File: src/hdl/cycle_timing_pkg.sv
// package: operation codes, phase codes and cycle tables for the timing sequencer
package cycle_timing_pkg;

  // ==========================================================
  // timing constants
  localparam int           CLK_PERIOD_NS   = 5;
  localparam int           BUS_CYCLE_NS    = 10;
  localparam int           BUS_CLOCKS      = (BUS_CYCLE_NS + CLK_PERIOD_NS - 1) / CLK_PERIOD_NS;
  localparam int           IACK_MIN_CLOCKS = 3;
  localparam logic [3:0]   SAVE_CLOCKS     = 4'h3;
  localparam logic [7:0]   LONG_BUS_ADJ    = 8'h02;

  // ==========================================================
  // operations; bit_invert_op, bit_clear_op and bit_set_op share the bit_mod rows
  typedef enum logic [5:0] {
    OP_BIT_MOD_IMM_REG, OP_BIT_MOD_REG_REG, OP_BIT_MOD_IMM_MEM, OP_BIT_MOD_REG_MEM,
    OP_BIT_TEST_IMM_REG, OP_BIT_TEST_REG_REG, OP_BIT_TEST_IMM_MEM, OP_BIT_TEST_REG_MEM,
    OP_BRANCH_TAKEN, OP_BRANCH_B_NOT, OP_BRANCH_W_NOT, OP_BRANCH_L_NOT,
    OP_DEC_BRANCH_TRUE, OP_DEC_BRANCH_EXPIRED, OP_DEC_BRANCH_TAKEN,
    OP_SUBR_CALL, OP_SUBR_RETURN, OP_NOP, OP_BOUNDS_PAIR_CHECK,
    OP_INTERRUPT, OP_LOW_POWER_HALT, OP_BREAKPOINT_ACK, OP_COND_TRAP, OP_COND_NO_TRAP,
    OP_FLINE_FIRST, OP_FLINE_SECOND_REG, OP_FLINE_SECOND_MEM,
    OP_FAULT_INSTR, OP_FAULT_EXC, OP_RET_FOUR, OP_RET_SIX,
    OP_RET_FAULT_INSTR, OP_RET_FAULT_FOUR, OP_RET_FAULT_SIX
  } op_t;

  // sequencer phases, one-hot
  typedef enum logic [3:0] {
    PH_IDLE = 4'h1,
    PH_SAVE = 4'h2,
    PH_EA   = 4'h4,
    PH_OPER = 4'h8
  } phase_t;

  // one row of the cycle table
  typedef struct packed {
    logic [7:0]        total;
    logic [3:0]        rd;
    logic [3:0]        pf;
    logic [3:0]        wr;
    logic signed [3:0] head;
    logic signed [3:0] tail;
    logic              save;
    logic              ctl;
  } op_time_t;

  function automatic op_time_t mk(int t, int r, int p, int w, int h, int tl, int s, int c);
    mk = '{8'(t), 4'(r), 4'(p), 4'(w), 4'(h), 4'(tl), 1'(s), 1'(c)};
  endfunction : mk

  // total(r/p/w), head, tail, save step, control class
  function automatic op_time_t op_lookup(op_t op);
    op_lookup = mk(2, 0, 1, 0, 0, 0, 0, 0);
    unique case (op)
      OP_BIT_MOD_IMM_REG:    op_lookup = mk(6, 0, 2, 0, 2, 0, 0, 0);
      OP_BIT_MOD_REG_REG:    op_lookup = mk(6, 0, 1, 0, 4, 0, 0, 0);
      OP_BIT_MOD_IMM_MEM:    op_lookup = mk(8, 0, 2, 1, 1, 2, 0, 0);
      OP_BIT_MOD_REG_MEM:    op_lookup = mk(8, 0, 1, 1, 2, 2, 0, 0);
      OP_BIT_TEST_IMM_REG:   op_lookup = mk(4, 0, 2, 0, 2, 0, 0, 0);
      OP_BIT_TEST_REG_REG:   op_lookup = mk(4, 0, 1, 0, 2, 0, 0, 0);
      OP_BIT_TEST_IMM_MEM:   op_lookup = mk(4, 0, 2, 0, 1, 0, 0, 0);
      OP_BIT_TEST_REG_MEM:   op_lookup = mk(8, 0, 1, 0, 2, 0, 0, 0);
      OP_BRANCH_TAKEN:       op_lookup = mk(8, 0, 2, 0, 2, -2, 0, 0);
      OP_BRANCH_B_NOT:       op_lookup = mk(4, 0, 1, 0, 2, 0, 0, 0);
      OP_BRANCH_W_NOT:       op_lookup = mk(4, 0, 2, 0, 0, 0, 0, 0);
      OP_BRANCH_L_NOT:       op_lookup = mk(6, 0, 3, 1, 0, 0, 0, 0);
      OP_DEC_BRANCH_TRUE:    op_lookup = mk(4, 0, 2, 0, 1, 1, 0, 0);
      OP_DEC_BRANCH_EXPIRED: op_lookup = mk(6, 0, 2, 0, 2, 0, 0, 0);
      OP_DEC_BRANCH_TAKEN:   op_lookup = mk(10, 0, 2, 0, 6, -2, 0, 0);
      OP_SUBR_CALL:          op_lookup = mk(13, 0, 2, 2, 3, -2, 0, 1);
      OP_SUBR_RETURN:        op_lookup = mk(12, 2, 2, 0, 1, -2, 0, 1);
      OP_NOP:                op_lookup = mk(2, 0, 1, 0, 0, 0, 0, 1);
      OP_BOUNDS_PAIR_CHECK:  op_lookup = mk(18, 0, 0, 0, 2, 0, 1, 1);
      OP_INTERRUPT:          op_lookup = mk(30, 3, 2, 4, 0, -2, 0, 0);
      OP_LOW_POWER_HALT:     op_lookup = mk(25, 0, 3, 1, 3, -2, 0, 0);
      OP_BREAKPOINT_ACK:     op_lookup = mk(14, 1, 0, 0, 0, 0, 0, 0);
      OP_COND_TRAP:          op_lookup = mk(38, 2, 2, 6, 2, -2, 0, 0);
      OP_COND_NO_TRAP:       op_lookup = mk(4, 0, 1, 0, 2, 0, 0, 0);
      OP_FLINE_FIRST:        op_lookup = mk(25, 2, 2, 4, 0, -2, 0, 0);
      OP_FLINE_SECOND_REG:   op_lookup = mk(31, 2, 3, 4, 1, -2, 0, 0);
      OP_FLINE_SECOND_MEM:   op_lookup = mk(29, 2, 2, 4, 4, -2, 1, 0);
      OP_FAULT_INSTR:        op_lookup = mk(58, 2, 2, 12, 0, -2, 0, 0);
      OP_FAULT_EXC:          op_lookup = mk(48, 2, 2, 12, 0, -2, 0, 0);
      OP_RET_FOUR:           op_lookup = mk(24, 4, 2, 0, 1, -2, 0, 0);
      OP_RET_SIX:            op_lookup = mk(26, 4, 2, 0, 1, -2, 0, 0);
      OP_RET_FAULT_INSTR:    op_lookup = mk(50, 12, 12, 0, 1, -2, 0, 0);
      OP_RET_FAULT_FOUR:     op_lookup = mk(66, 10, 2, 4, 1, -2, 0, 0);
      OP_RET_FAULT_SIX:      op_lookup = mk(70, 12, 2, 6, 1, -2, 0, 0);
      default:               op_lookup = mk(2, 0, 1, 0, 0, 0, 0, 0);
    endcase
  endfunction : op_lookup

endpackage : cycle_timing_pkg

File: src/hdl/instruction_cycle_timing.sv
// instruction cycle timing sequencer: runs save, address and operation steps and paces bus accesses
module instruction_cycle_timing #(
  parameter int EA_W = 8
) (
  // clock, reset and enable
  input  wire logic                      i_clk,
  input  wire logic                      i_rst_b,
  input  wire logic                      i_ce,
  // operation request
  input  wire logic                      i_start,
  input  wire cycle_timing_pkg::op_t     i_op,
  input  wire logic                      i_long_bus,
  input  wire logic [EA_W-1:0]           i_ea_clocks,
  input  wire logic [3:0]                i_operand_reads,
  input  wire logic                      i_write_fault,
  // bus activity
  output logic                           o_rd,
  output logic                           o_pf,
  output logic                           o_wr,
  output logic [3:0]                     o_reads,
  output logic [3:0]                     o_prefetches,
  output logic [3:0]                     o_writes,
  // progress and overlap
  output logic                           o_busy,
  output logic                           o_done,
  output cycle_timing_pkg::phase_t       o_phase,
  output logic [EA_W:0]                  o_elapsed,
  output logic signed [3:0]              o_head,
  output logic signed [3:0]              o_tail,
  output logic                           o_early_next
);
  import cycle_timing_pkg::*;

  // ==========================================================
  // elaboration checks
  // the elapsed counter needs room for the address time plus the longest step
  if (EA_W < 7 || EA_W > 16) begin : g_bad_ea_w
    $error("EA_W must lie between 7 and 16");
  end

  // ==========================================================
  // state
  op_t               op_q;
  op_time_t          rec_q;
  logic [EA_W-1:0]   ea_q;
  logic [EA_W:0]     cnt;
  logic              wflt_q;

  op_t               next_op;
  op_time_t          next_rec;
  op_time_t          rec;
  logic [EA_W-1:0]   next_ea;
  logic [EA_W:0]     next_cnt;
  logic              next_wflt;
  phase_t            next_phase;
  logic              next_rd;
  logic              next_pf;
  logic              next_wr;
  logic [3:0]        next_reads;
  logic [3:0]        next_prefetches;
  logic [3:0]        next_writes;
  logic              next_busy;
  logic              next_done;
  logic [EA_W:0]     next_elapsed;
  logic signed [3:0] next_head;
  logic signed [3:0] next_tail;
  logic              next_early;
  logic [4:0]        rp_end;
  logic [4:0]        rpw_end;

  // ==========================================================
  // next-state logic
  // accesses are issued one per clock from the start of the step, reads first, so they always
  // sit inside the step's total; no row has more accesses than clocks
  always_comb begin
    rec             = op_lookup(i_op);
    rp_end          = 5'(rec_q.rd) + 5'(rec_q.pf);
    rpw_end         = rp_end + 5'(rec_q.wr);
    next_op         = op_q;
    next_rec        = rec_q;
    next_ea         = ea_q;
    next_cnt        = cnt;
    next_wflt       = wflt_q;
    next_phase      = o_phase;
    next_rd         = 1'b0;
    next_pf         = 1'b0;
    next_wr         = 1'b0;
    next_reads      = o_reads;
    next_prefetches = o_prefetches;
    next_writes     = o_writes;
    next_busy       = o_busy;
    next_done       = 1'b0;
    next_elapsed    = (o_phase == PH_IDLE) ? o_elapsed : o_elapsed + 1'b1;
    next_head       = o_head;
    next_tail       = o_tail;
    next_early      = o_early_next;
    unique case (o_phase)
      PH_IDLE: begin
        if (i_start) begin
          // control steps stretch by two clocks on long operand transfers
          if (rec.ctl && i_long_bus) begin
            rec.total = rec.total + LONG_BUS_ADJ;
            rec.tail  = rec.tail + 4'(LONG_BUS_ADJ);
          end
          // the bounds pair check reads as many operands as the caller says
          if (i_op == OP_BOUNDS_PAIR_CHECK) begin
            rec.rd = i_operand_reads;
          end
          // a write that faulted is run once more by the return
          if (i_op == OP_RET_FAULT_INSTR && i_write_fault) begin
            rec.wr = 4'h1;
          end
          next_op         = i_op;
          next_rec        = rec;
          next_ea         = i_ea_clocks;
          next_wflt       = i_write_fault;
          next_cnt        = '0;
          next_reads      = 4'h0;
          next_prefetches = 4'h0;
          next_writes     = 4'h0;
          next_elapsed    = '0;
          next_busy       = 1'b1;
          next_head       = rec.head;
          next_tail       = rec.tail;
          next_early      = rec.tail < 0;
          if (rec.save) begin
            next_phase = PH_SAVE;
          end else if (i_ea_clocks != '0) begin
            next_phase = PH_EA;
          end else begin
            next_phase = PH_OPER;
          end
        end
      end
      PH_SAVE: begin
        // the save step spends one prefetch in its first clock
        next_pf  = (cnt == '0);
        next_cnt = cnt + 1'b1;
        if (cnt == (EA_W + 1)'(SAVE_CLOCKS - 4'h1)) begin
          next_cnt   = '0;
          next_phase = (ea_q != '0) ? PH_EA : PH_OPER;
        end
      end
      PH_EA: begin
        // fetch address time added ahead of the operation step
        next_cnt = cnt + 1'b1;
        if (next_cnt == {1'b0, ea_q}) begin
          next_cnt   = '0;
          next_phase = PH_OPER;
        end
      end
      PH_OPER: begin
        next_rd  = cnt < (EA_W + 1)'(rec_q.rd);
        next_pf  = !next_rd && cnt < (EA_W + 1)'(rp_end);
        next_wr  = !next_rd && !next_pf && cnt < (EA_W + 1)'(rpw_end);
        next_cnt = cnt + 1'b1;
        if (next_cnt == (EA_W + 1)'(rec_q.total)) begin
          next_cnt   = '0;
          next_phase = PH_IDLE;
          next_busy  = 1'b0;
          next_done  = 1'b1;
        end
      end
      default: begin
        // an illegal phase code falls back to idle
        next_phase = PH_IDLE;
        next_busy  = 1'b0;
        next_cnt   = '0;
      end
    endcase
    // running access tallies follow the pulses
    if (next_rd) begin
      next_reads = o_reads + 4'h1;
    end
    if (next_pf) begin
      next_prefetches = o_prefetches + 4'h1;
    end
    if (next_wr) begin
      next_writes = o_writes + 4'h1;
    end
  end

  // ==========================================================
  // registers; everything freezes while the enable is low
  always_ff @(posedge i_clk or negedge i_rst_b) begin
    if (!i_rst_b) begin
      op_q         <= OP_NOP;
      rec_q        <= '0;
      ea_q         <= '0;
      cnt          <= '0;
      wflt_q       <= 1'b0;
      o_phase      <= PH_IDLE;
      o_rd         <= 1'b0;
      o_pf         <= 1'b0;
      o_wr         <= 1'b0;
      o_reads      <= 4'h0;
      o_prefetches <= 4'h0;
      o_writes     <= 4'h0;
      o_busy       <= 1'b0;
      o_done       <= 1'b0;
      o_elapsed    <= '0;
      o_head       <= 4'sh0;
      o_tail       <= 4'sh0;
      o_early_next <= 1'b0;
    end else if (i_ce) begin
      op_q         <= next_op;
      rec_q        <= next_rec;
      ea_q         <= next_ea;
      cnt          <= next_cnt;
      wflt_q       <= next_wflt;
      o_phase      <= next_phase;
      o_rd         <= next_rd;
      o_pf         <= next_pf;
      o_wr         <= next_wr;
      o_reads      <= next_reads;
      o_prefetches <= next_prefetches;
      o_writes     <= next_writes;
      o_busy       <= next_busy;
      o_done       <= next_done;
      o_elapsed    <= next_elapsed;
      o_head       <= next_head;
      o_tail       <= next_tail;
      o_early_next <= next_early;
    end
  end
endmodule : instruction_cycle_timing

File: config.mk
export PLATFORM = sky130hd
export DESIGN_NAME = instruction_cycle_timing
export DESIGN_NICKNAME = d
export VERILOG_FILES = /design/src/hdl/cycle_timing_pkg.sv /design/src/hdl/instruction_cycle_timing.sv
export SDC_FILE = /design/constraint.sdc
export NUM_CORES = 1
export LEC_CHECK = 0
export BUFFER_PORTS_ARGS = -buffer_cell sky130_fd_sc_hd__buf_2
export CAP_MARGIN = 20
export CORE_AREA = 5 5 115 117
export DETAILED_ROUTE_END_ITERATION = 7
export DIE_AREA = 0 0 120 122
export HOLD_SLACK_MARGIN = 0.15
export PLACE_DENSITY_LB_ADDON = 0.15
export SLEW_MARGIN = 0
export SYNTH_ARGS = -nofsm -noshare
export SYNTH_HDL_FRONTEND = slang
export SYNTH_SLANG_ARGS = --single-unit
File: constraint.sdc
create_clock -name i_clk -period 4.16 [get_ports i_clk]
set_input_delay 0.416 -clock i_clk [delete_from_list [all_inputs] [get_ports i_clk]]
set_output_delay 0.416 -clock i_clk [all_outputs]
set_load 0.1 [all_outputs]
Word level (Yosys, flattened, before mapping):

Memory sizes are Yosys's and may differ from the RTL's.
Index checks and enable logic that the tools add are counted.

* register bits: 76
* latch bits: 0
* memory bits (writable): 0
* bits in read-only memories: 1792
* input port bits: 24
* output and inout bits: 39
* logic and storage cells: 106
* memories: 1

Memory list
* (name not given): depth 64, width 28, rd ports 1, clocked after Yosys merged registers in 0, wr ports 0, line cycle_timing_pkg.sv:54 `unique case (op)`

* add/sub/neg operators: 9
* multiply operators: 0
* div/mod/pow operators: 0
* magnitude comparators: 4
* eq/ne operators: 13
* shifts and indexed selects: 0
* multiplexer cells: 35
* bitwise operators: 1
* reduce and logical (&&, ||, !) cells: 24

Operators by type and width (number)
* 4-bit 2-to-1 mux: 17
* 9-bit 2-to-1 mux: 7
* 9-bit one-hot mux with 4 select lines: 1
* 9-bit by 1-bit adder with 9-bit output (second input constant): 2
* 9-bit by 8-bit equality test with 1-bit output: 2
* 9-bit by 5-bit < comparator with 1-bit output: 2
* 4-bit one-hot mux with 4 select lines: 1
* 8-bit nonzero test: 2
* 4-bit by 1-bit adder with 4-bit output (second input constant): 3
* 6-bit by 5-bit equality test with 1-bit output (second input constant): 2
* 3-bit AND reduction: 4
* 2-bit nonzero test: 6
* 9-bit by 2-bit equality test with 1-bit output (second input constant): 1
* 9-bit zero test: 1
* 9-bit by 4-bit < comparator with 1-bit output: 1
* 8-bit by 2-bit adder with 8-bit output (second input constant): 1
* 8-bit 2-to-1 mux: 1
* 2-bit != test (second input constant): 4
* 1-bit 2-to-1 mux: 6
* 4-bit by 4-bit adder with 5-bit output: 1
* 5-bit by 4-bit adder with 5-bit output: 1
* 1-bit logical AND: 5
* 5-bit AND reduction: 1
* 4-bit by 2-bit adder with 4-bit output (second input constant): 1
* other kinds (12): 13

Logic depth before layout (Yosys ltp):

* depth in word-level cells: 9
* depth in mapped cells: 14
* gate-level depth less buffers: 12

Worst setup path after synthesis:

Ideal clock, no wire load.

* path type: register -> register
* start: register rec_q[14] (netlist name)
* end: register o_writes[0]
* library setup time: 0.094 ns
* arrival: 2.847 ns
* data required time: 4.066 ns
* slack: 1.219 ns
* cell stages (with the launch flop): 12
* path buffers: 0
* clock period less this slack: 2.941 ns
* cells stage by stage: dfrtp_1 > ha_1 > fa_1 > fa_1 > inv_1 > ha_1 > a21o_1 > a21o_1 > a21oi_1 > o211a_1 > and2_1 > mux2i_1

* cells in the longest elaborated chain, start to end: 9
* elaborated cells on any way between the ends: 13
* classes of those cells: 2 x add/sub; 2 x order compare; 2 x mux; 7 x reduce/logical

RTL lines
* from (decl): line instruction_cycle_timing.sv:44 `op_time_t rec_q;`
* from (signal assigned): line instruction_cycle_timing.sv:207 `rec_q <= next_rec;`
* 4-bit by 4-bit adder with 5-bit output (*): line instruction_cycle_timing.sv:77 `rp_end = 5'(rec_q.rd) + 5'(rec_q.pf);`
* branches (longest 4 deep; another with 9-bit by 5-bit < comparator with 1-bit output)
* 1-bit logical AND (*): line instruction_cycle_timing.sv:155 `next_wr = !next_rd && !next_pf && cnt < (EA_W + 1)'(rpw_end);`
* 1-bit 2-to-1 mux (*): line instruction_cycle_timing.sv:97 `unique case (o_phase)`
* 2-bit nonzero test (no line)
* 3-bit AND reduction (no line)
* to (signal assigned): line instruction_cycle_timing.sv:217 `o_writes <= next_writes;`
* to (decl): line instruction_cycle_timing.sv:22 `output logic [3:0] o_writes,`

Mark *: on every way between the ends.
A chain may end at the register's enable or synchronous reset.

Final worst setup path:

* start: register rec_q[18] (netlist name)
* end: register o_writes[3]

* cells in the longest elaborated chain, start to end: 9
* elaborated cells on any way between the ends: 15
* classes of those cells: 2 x add/sub; 3 x order compare; 2 x mux; 8 x reduce/logical

RTL lines (line)
* branches (longest 5 deep; another with 9-bit by 5-bit < comparator with 1-bit output)
* 1-bit logical AND (*): instruction_cycle_timing.sv:155
* 1-bit 2-to-1 mux (*): instruction_cycle_timing.sv:97
* 2-bit nonzero test (no line)
* 3-bit AND reduction (no line)

Marks and branches as above.

==> results by group <==
Clocking
  • H-tree Lvls: 3
  • Inserted Clock Buffers: 9
  • # resized after CTS: 0
  • Root Buffer: clkbuf_16
  • Clock sink count: 73
  • Clock Pin Slew Worst Setup and Hold Paths: 60 ps
  • Worst skew pair latency: 340 ps
  • Post-CTS Setup Inserts: 0
  • CTS tree: yes
  • CTS Hold Bufs: 0
  • Worst-case clock buffer depth: 2

Final layout
  • Filler cell count: about 1200
  • Area growth syn-to-layout: 11.69%
  • Share of layout cells above drive strength 1: 15.48%
  • Number of inserted diodes: 0
  • Nets: ~730
  • Finished Layout Cells: 822

Global routing
  • First-pass GRT wire length: 22780 um
  • Gr ovfl total: 0
  • Largest net degree at the start of global routing: 74
  • Vias in the first global route: 4597
  • Initial antenna violation count: 0
  • Gr usage total: 19.17%

Synth
  • Post-synth EDFFs: 0
  • Synth unique cells: 74
  • Synth Net Count: 688
  • Synth Flop Type: dfrtp_1
  • Area contributors post-synth: dfrtp_1, nand2_1, ha_1
  • Cell area after synthesis: roughly 5300 um2
  • Yosys reg bits: 73
  • Post-synth ARST share: 100.0%
  • Area leader, netlist: dfrtp_1
  • Seq/Total Area, Yosys: about 34%
  • Synth warnings: 0
  • Post-Synthesis Cells: 630
  • Mean area per synthesized cell: 8.411 um2
  • Synth top area share: 34.00%

STA
  • Final setup violation count: 0
  • Unrepaired setup endpoints after global routing: no
  • Hold WS: 219.6 ps
  • Slew Limit Fails: 0
  • Slew headroom: 33.39%
  • Crit path time final: 3102 ps
  • Worst-Margin Slew: 992.5 ps
  • Setup TNS Final: 0 ps
  • Final Hold Viols: 0
  • Tcrit/Tclk final: 74.56%
  • Setup ws final: 1058 ps
  • Fmax: 322.4 MHz
  • Post-route clock skew: 6.704 ps

Setup path
  • Critical path class: flip-flop to flip-flop
  • Slowest stage cell, crit path: fa_1
  • WP data arrival: 3360 ps
  • Crit path max fanout: 4
  • Required @ worst endpoint: approximately 4400 ps
  • Crit path cell chain: ha_1 > fa_1 > fa_1 > inv_1 > ha_1 > a21o_1 > a21o_1 > a21oi_1 > o211a_1 > and2_1 > mux2i_1
  • Crit path largest cell delay: 520 ps
  • Crit end category: flip-flop
  • Startpoint Class: flip-flop

Power and ir drop
  • Leakage Power: about 2.8 nW
  • PwrDens: 629.7 nW/um2
  • VDD IR max: 0.3595 mV

Detailed routing
  • Final antenna-violating net count: 0
  • Detailed-router iteration count before antenna repair: 5
  • Wire per inst: 16.41 um
  • Routed via count: 4632
  • Drt drc: 0
  • WL final: around 13000 um
  • Initial drt markers: between 300 and 400
  • Vias per cell: 5.635

Placement
  • DP HPWL: roughly 9800 um
  • RD Place Congestion: 0.8865
  • IO buf count: 61
  • Placed cell count: 806
  • DP Worst Slack: between 1000 and 1500 ps

Job
  • Max Cap Viol: 0

Floorplan
  • Initial Util: 43.22%
  • Die W: between 100 and 150 um
  • Core Region: between 10000 and 15000 um2
  • Die ar.: 14640 um2
  • Boundary Pins: 63
  • Die Height: 122 um
  • Num rows: 41

Hold path
  • HP Class: input port to asynchronous set/reset pin

Run status
  • Status: finished, final reports clean
[cell families (layout without fill, tap and decap cells)]
| kind of cell | after synthesis | count (layout) | share of synthesized area, % |
|---|---|---|---|
| other | 1 | 1 | 0.07077 |
| multiplexers | 14 | 14 | 3.117 |
| buffers and inverters | 68 | 110 | 5.549 |
| AND/OR/NAND/NOR | 237 | 237 | 21.77 |
| XOR/XNOR | 35 | 35 | 5.927 |
| flip-flops | 73 | 73 | 34.50 |
| AO/OA/AOI/OAI | 168 | 168 | 20.76 |
| adder cells (fa/ha/maj) | 34 | 34 | 8.312 |
[Yosys cell counts, types with 6 or more instances]
library cell	instances
a21o_1	14
xnor2_1	15
inv_1	28
or3_1	6
nand2b_1	13
o211ai_1	6
a31oi_1	7
ha_1	32
mux2i_1	9
o21ai_0	50
nor2_1	33
nand2_1	110
clkbuf_1	25
dfrtp_1	72
nand3_1	19
a21oi_1	31
xor2_1	19
o22ai_1	11
nor3_1	13
[report_power, final]
part / internal, mW / switching [mW] / leakage [nW]
Combinational: 0.545 / 1.32 / 1.74
Sequential: 0.900 / 0.231 / 0.960
Clock: 0.433 / 0.302 / 0.137
[final timing paths]
path	cells after the start	to	from	slack (ps)
setup / recovery	11	o_writes[3]	rec_q[18]	1060
hold / removal	1	ea_q[5]	i_rst_b	220
setup reg to reg	11	o_writes[3]	rec_q[18]	1060
hold reg to reg	1	o_rd	o_rd	470
max in group asynchronous	1	rec_q[18]	i_rst_b	3320
min in group i_clk	3	ea_q[2]	i_ea_clocks[2]	290
[worst max-delay path, delay by kind of cell, from the launching register on]
kind            cells  cell delay (ps)
compound gates      4              640
fa+ha+maj           4             1500
buf+inv             1               40
flops               1              400
mux                 1              210
simple gates        1              230
[per-stage QoR]
step                      total power, mW  instance area, um2  util, %
after floorplan                     2.628                5299        -
after global placement              2.973                5635    45.96
after detailed placement            3.004                5635    45.96
after CTS                           3.760                5918    48.27
after global routing                3.976                5918    48.27
final                               3.727                5918    48.27
[registers in the layout (all words and copies together) (netlist names), 3 cells and up]
signal / flops
o_phase: 4
o_elapsed: 9
o_tail: 4
o_prefetches: 4
ea_q: 8
o_writes: 4
o_reads: 4
o_head: 3
cnt: 9
rec_q: 19
[layer usage]
layer	GRT usage (%)	routed length [um]
met1	25.29	6189
met2	30.59	6173
met3	4.410	865
met4	7.588	263
met5	0	0
[cell type report]
type	count	area, um2	share of cell area, %
clock buffers	11	252.7	4.271
clock inverters	5	30.03	0.5074
flip-flops and latches	73	1828	30.89
well taps	150	187.7	3.171
multi-input cells	489	3177	53.68
inverters	30	112.6	1.903
repair buffers	64	330.3	5.581
[cells in the final DEF (no fill, tap or decap), drive strengths merged, types with 6 or more instances in the layout]
cell type / Yosys / final
nor2: 33 / 33
or3: 7 / 7
dfrtp: 72 / 72
xor2: 20 / 20
nor4: 7 / 7
nor3: 14 / 14
inv: 28 / 28
buf: 13 / 64
clkbuf: 25 / 11
nand2: 111 / 111
a21o: 14 / 14
ha: 32 / 32
mux2i: 9 / 9
o22ai: 11 / 11
o21ai: 55 / 55
nand3: 21 / 21
a31oi: 7 / 7
o211ai: 6 / 6
a21oi: 31 / 31
xnor2: 15 / 15
nand2b: 13 / 13
Note: power is estimated with default switching activity, not from simulation.
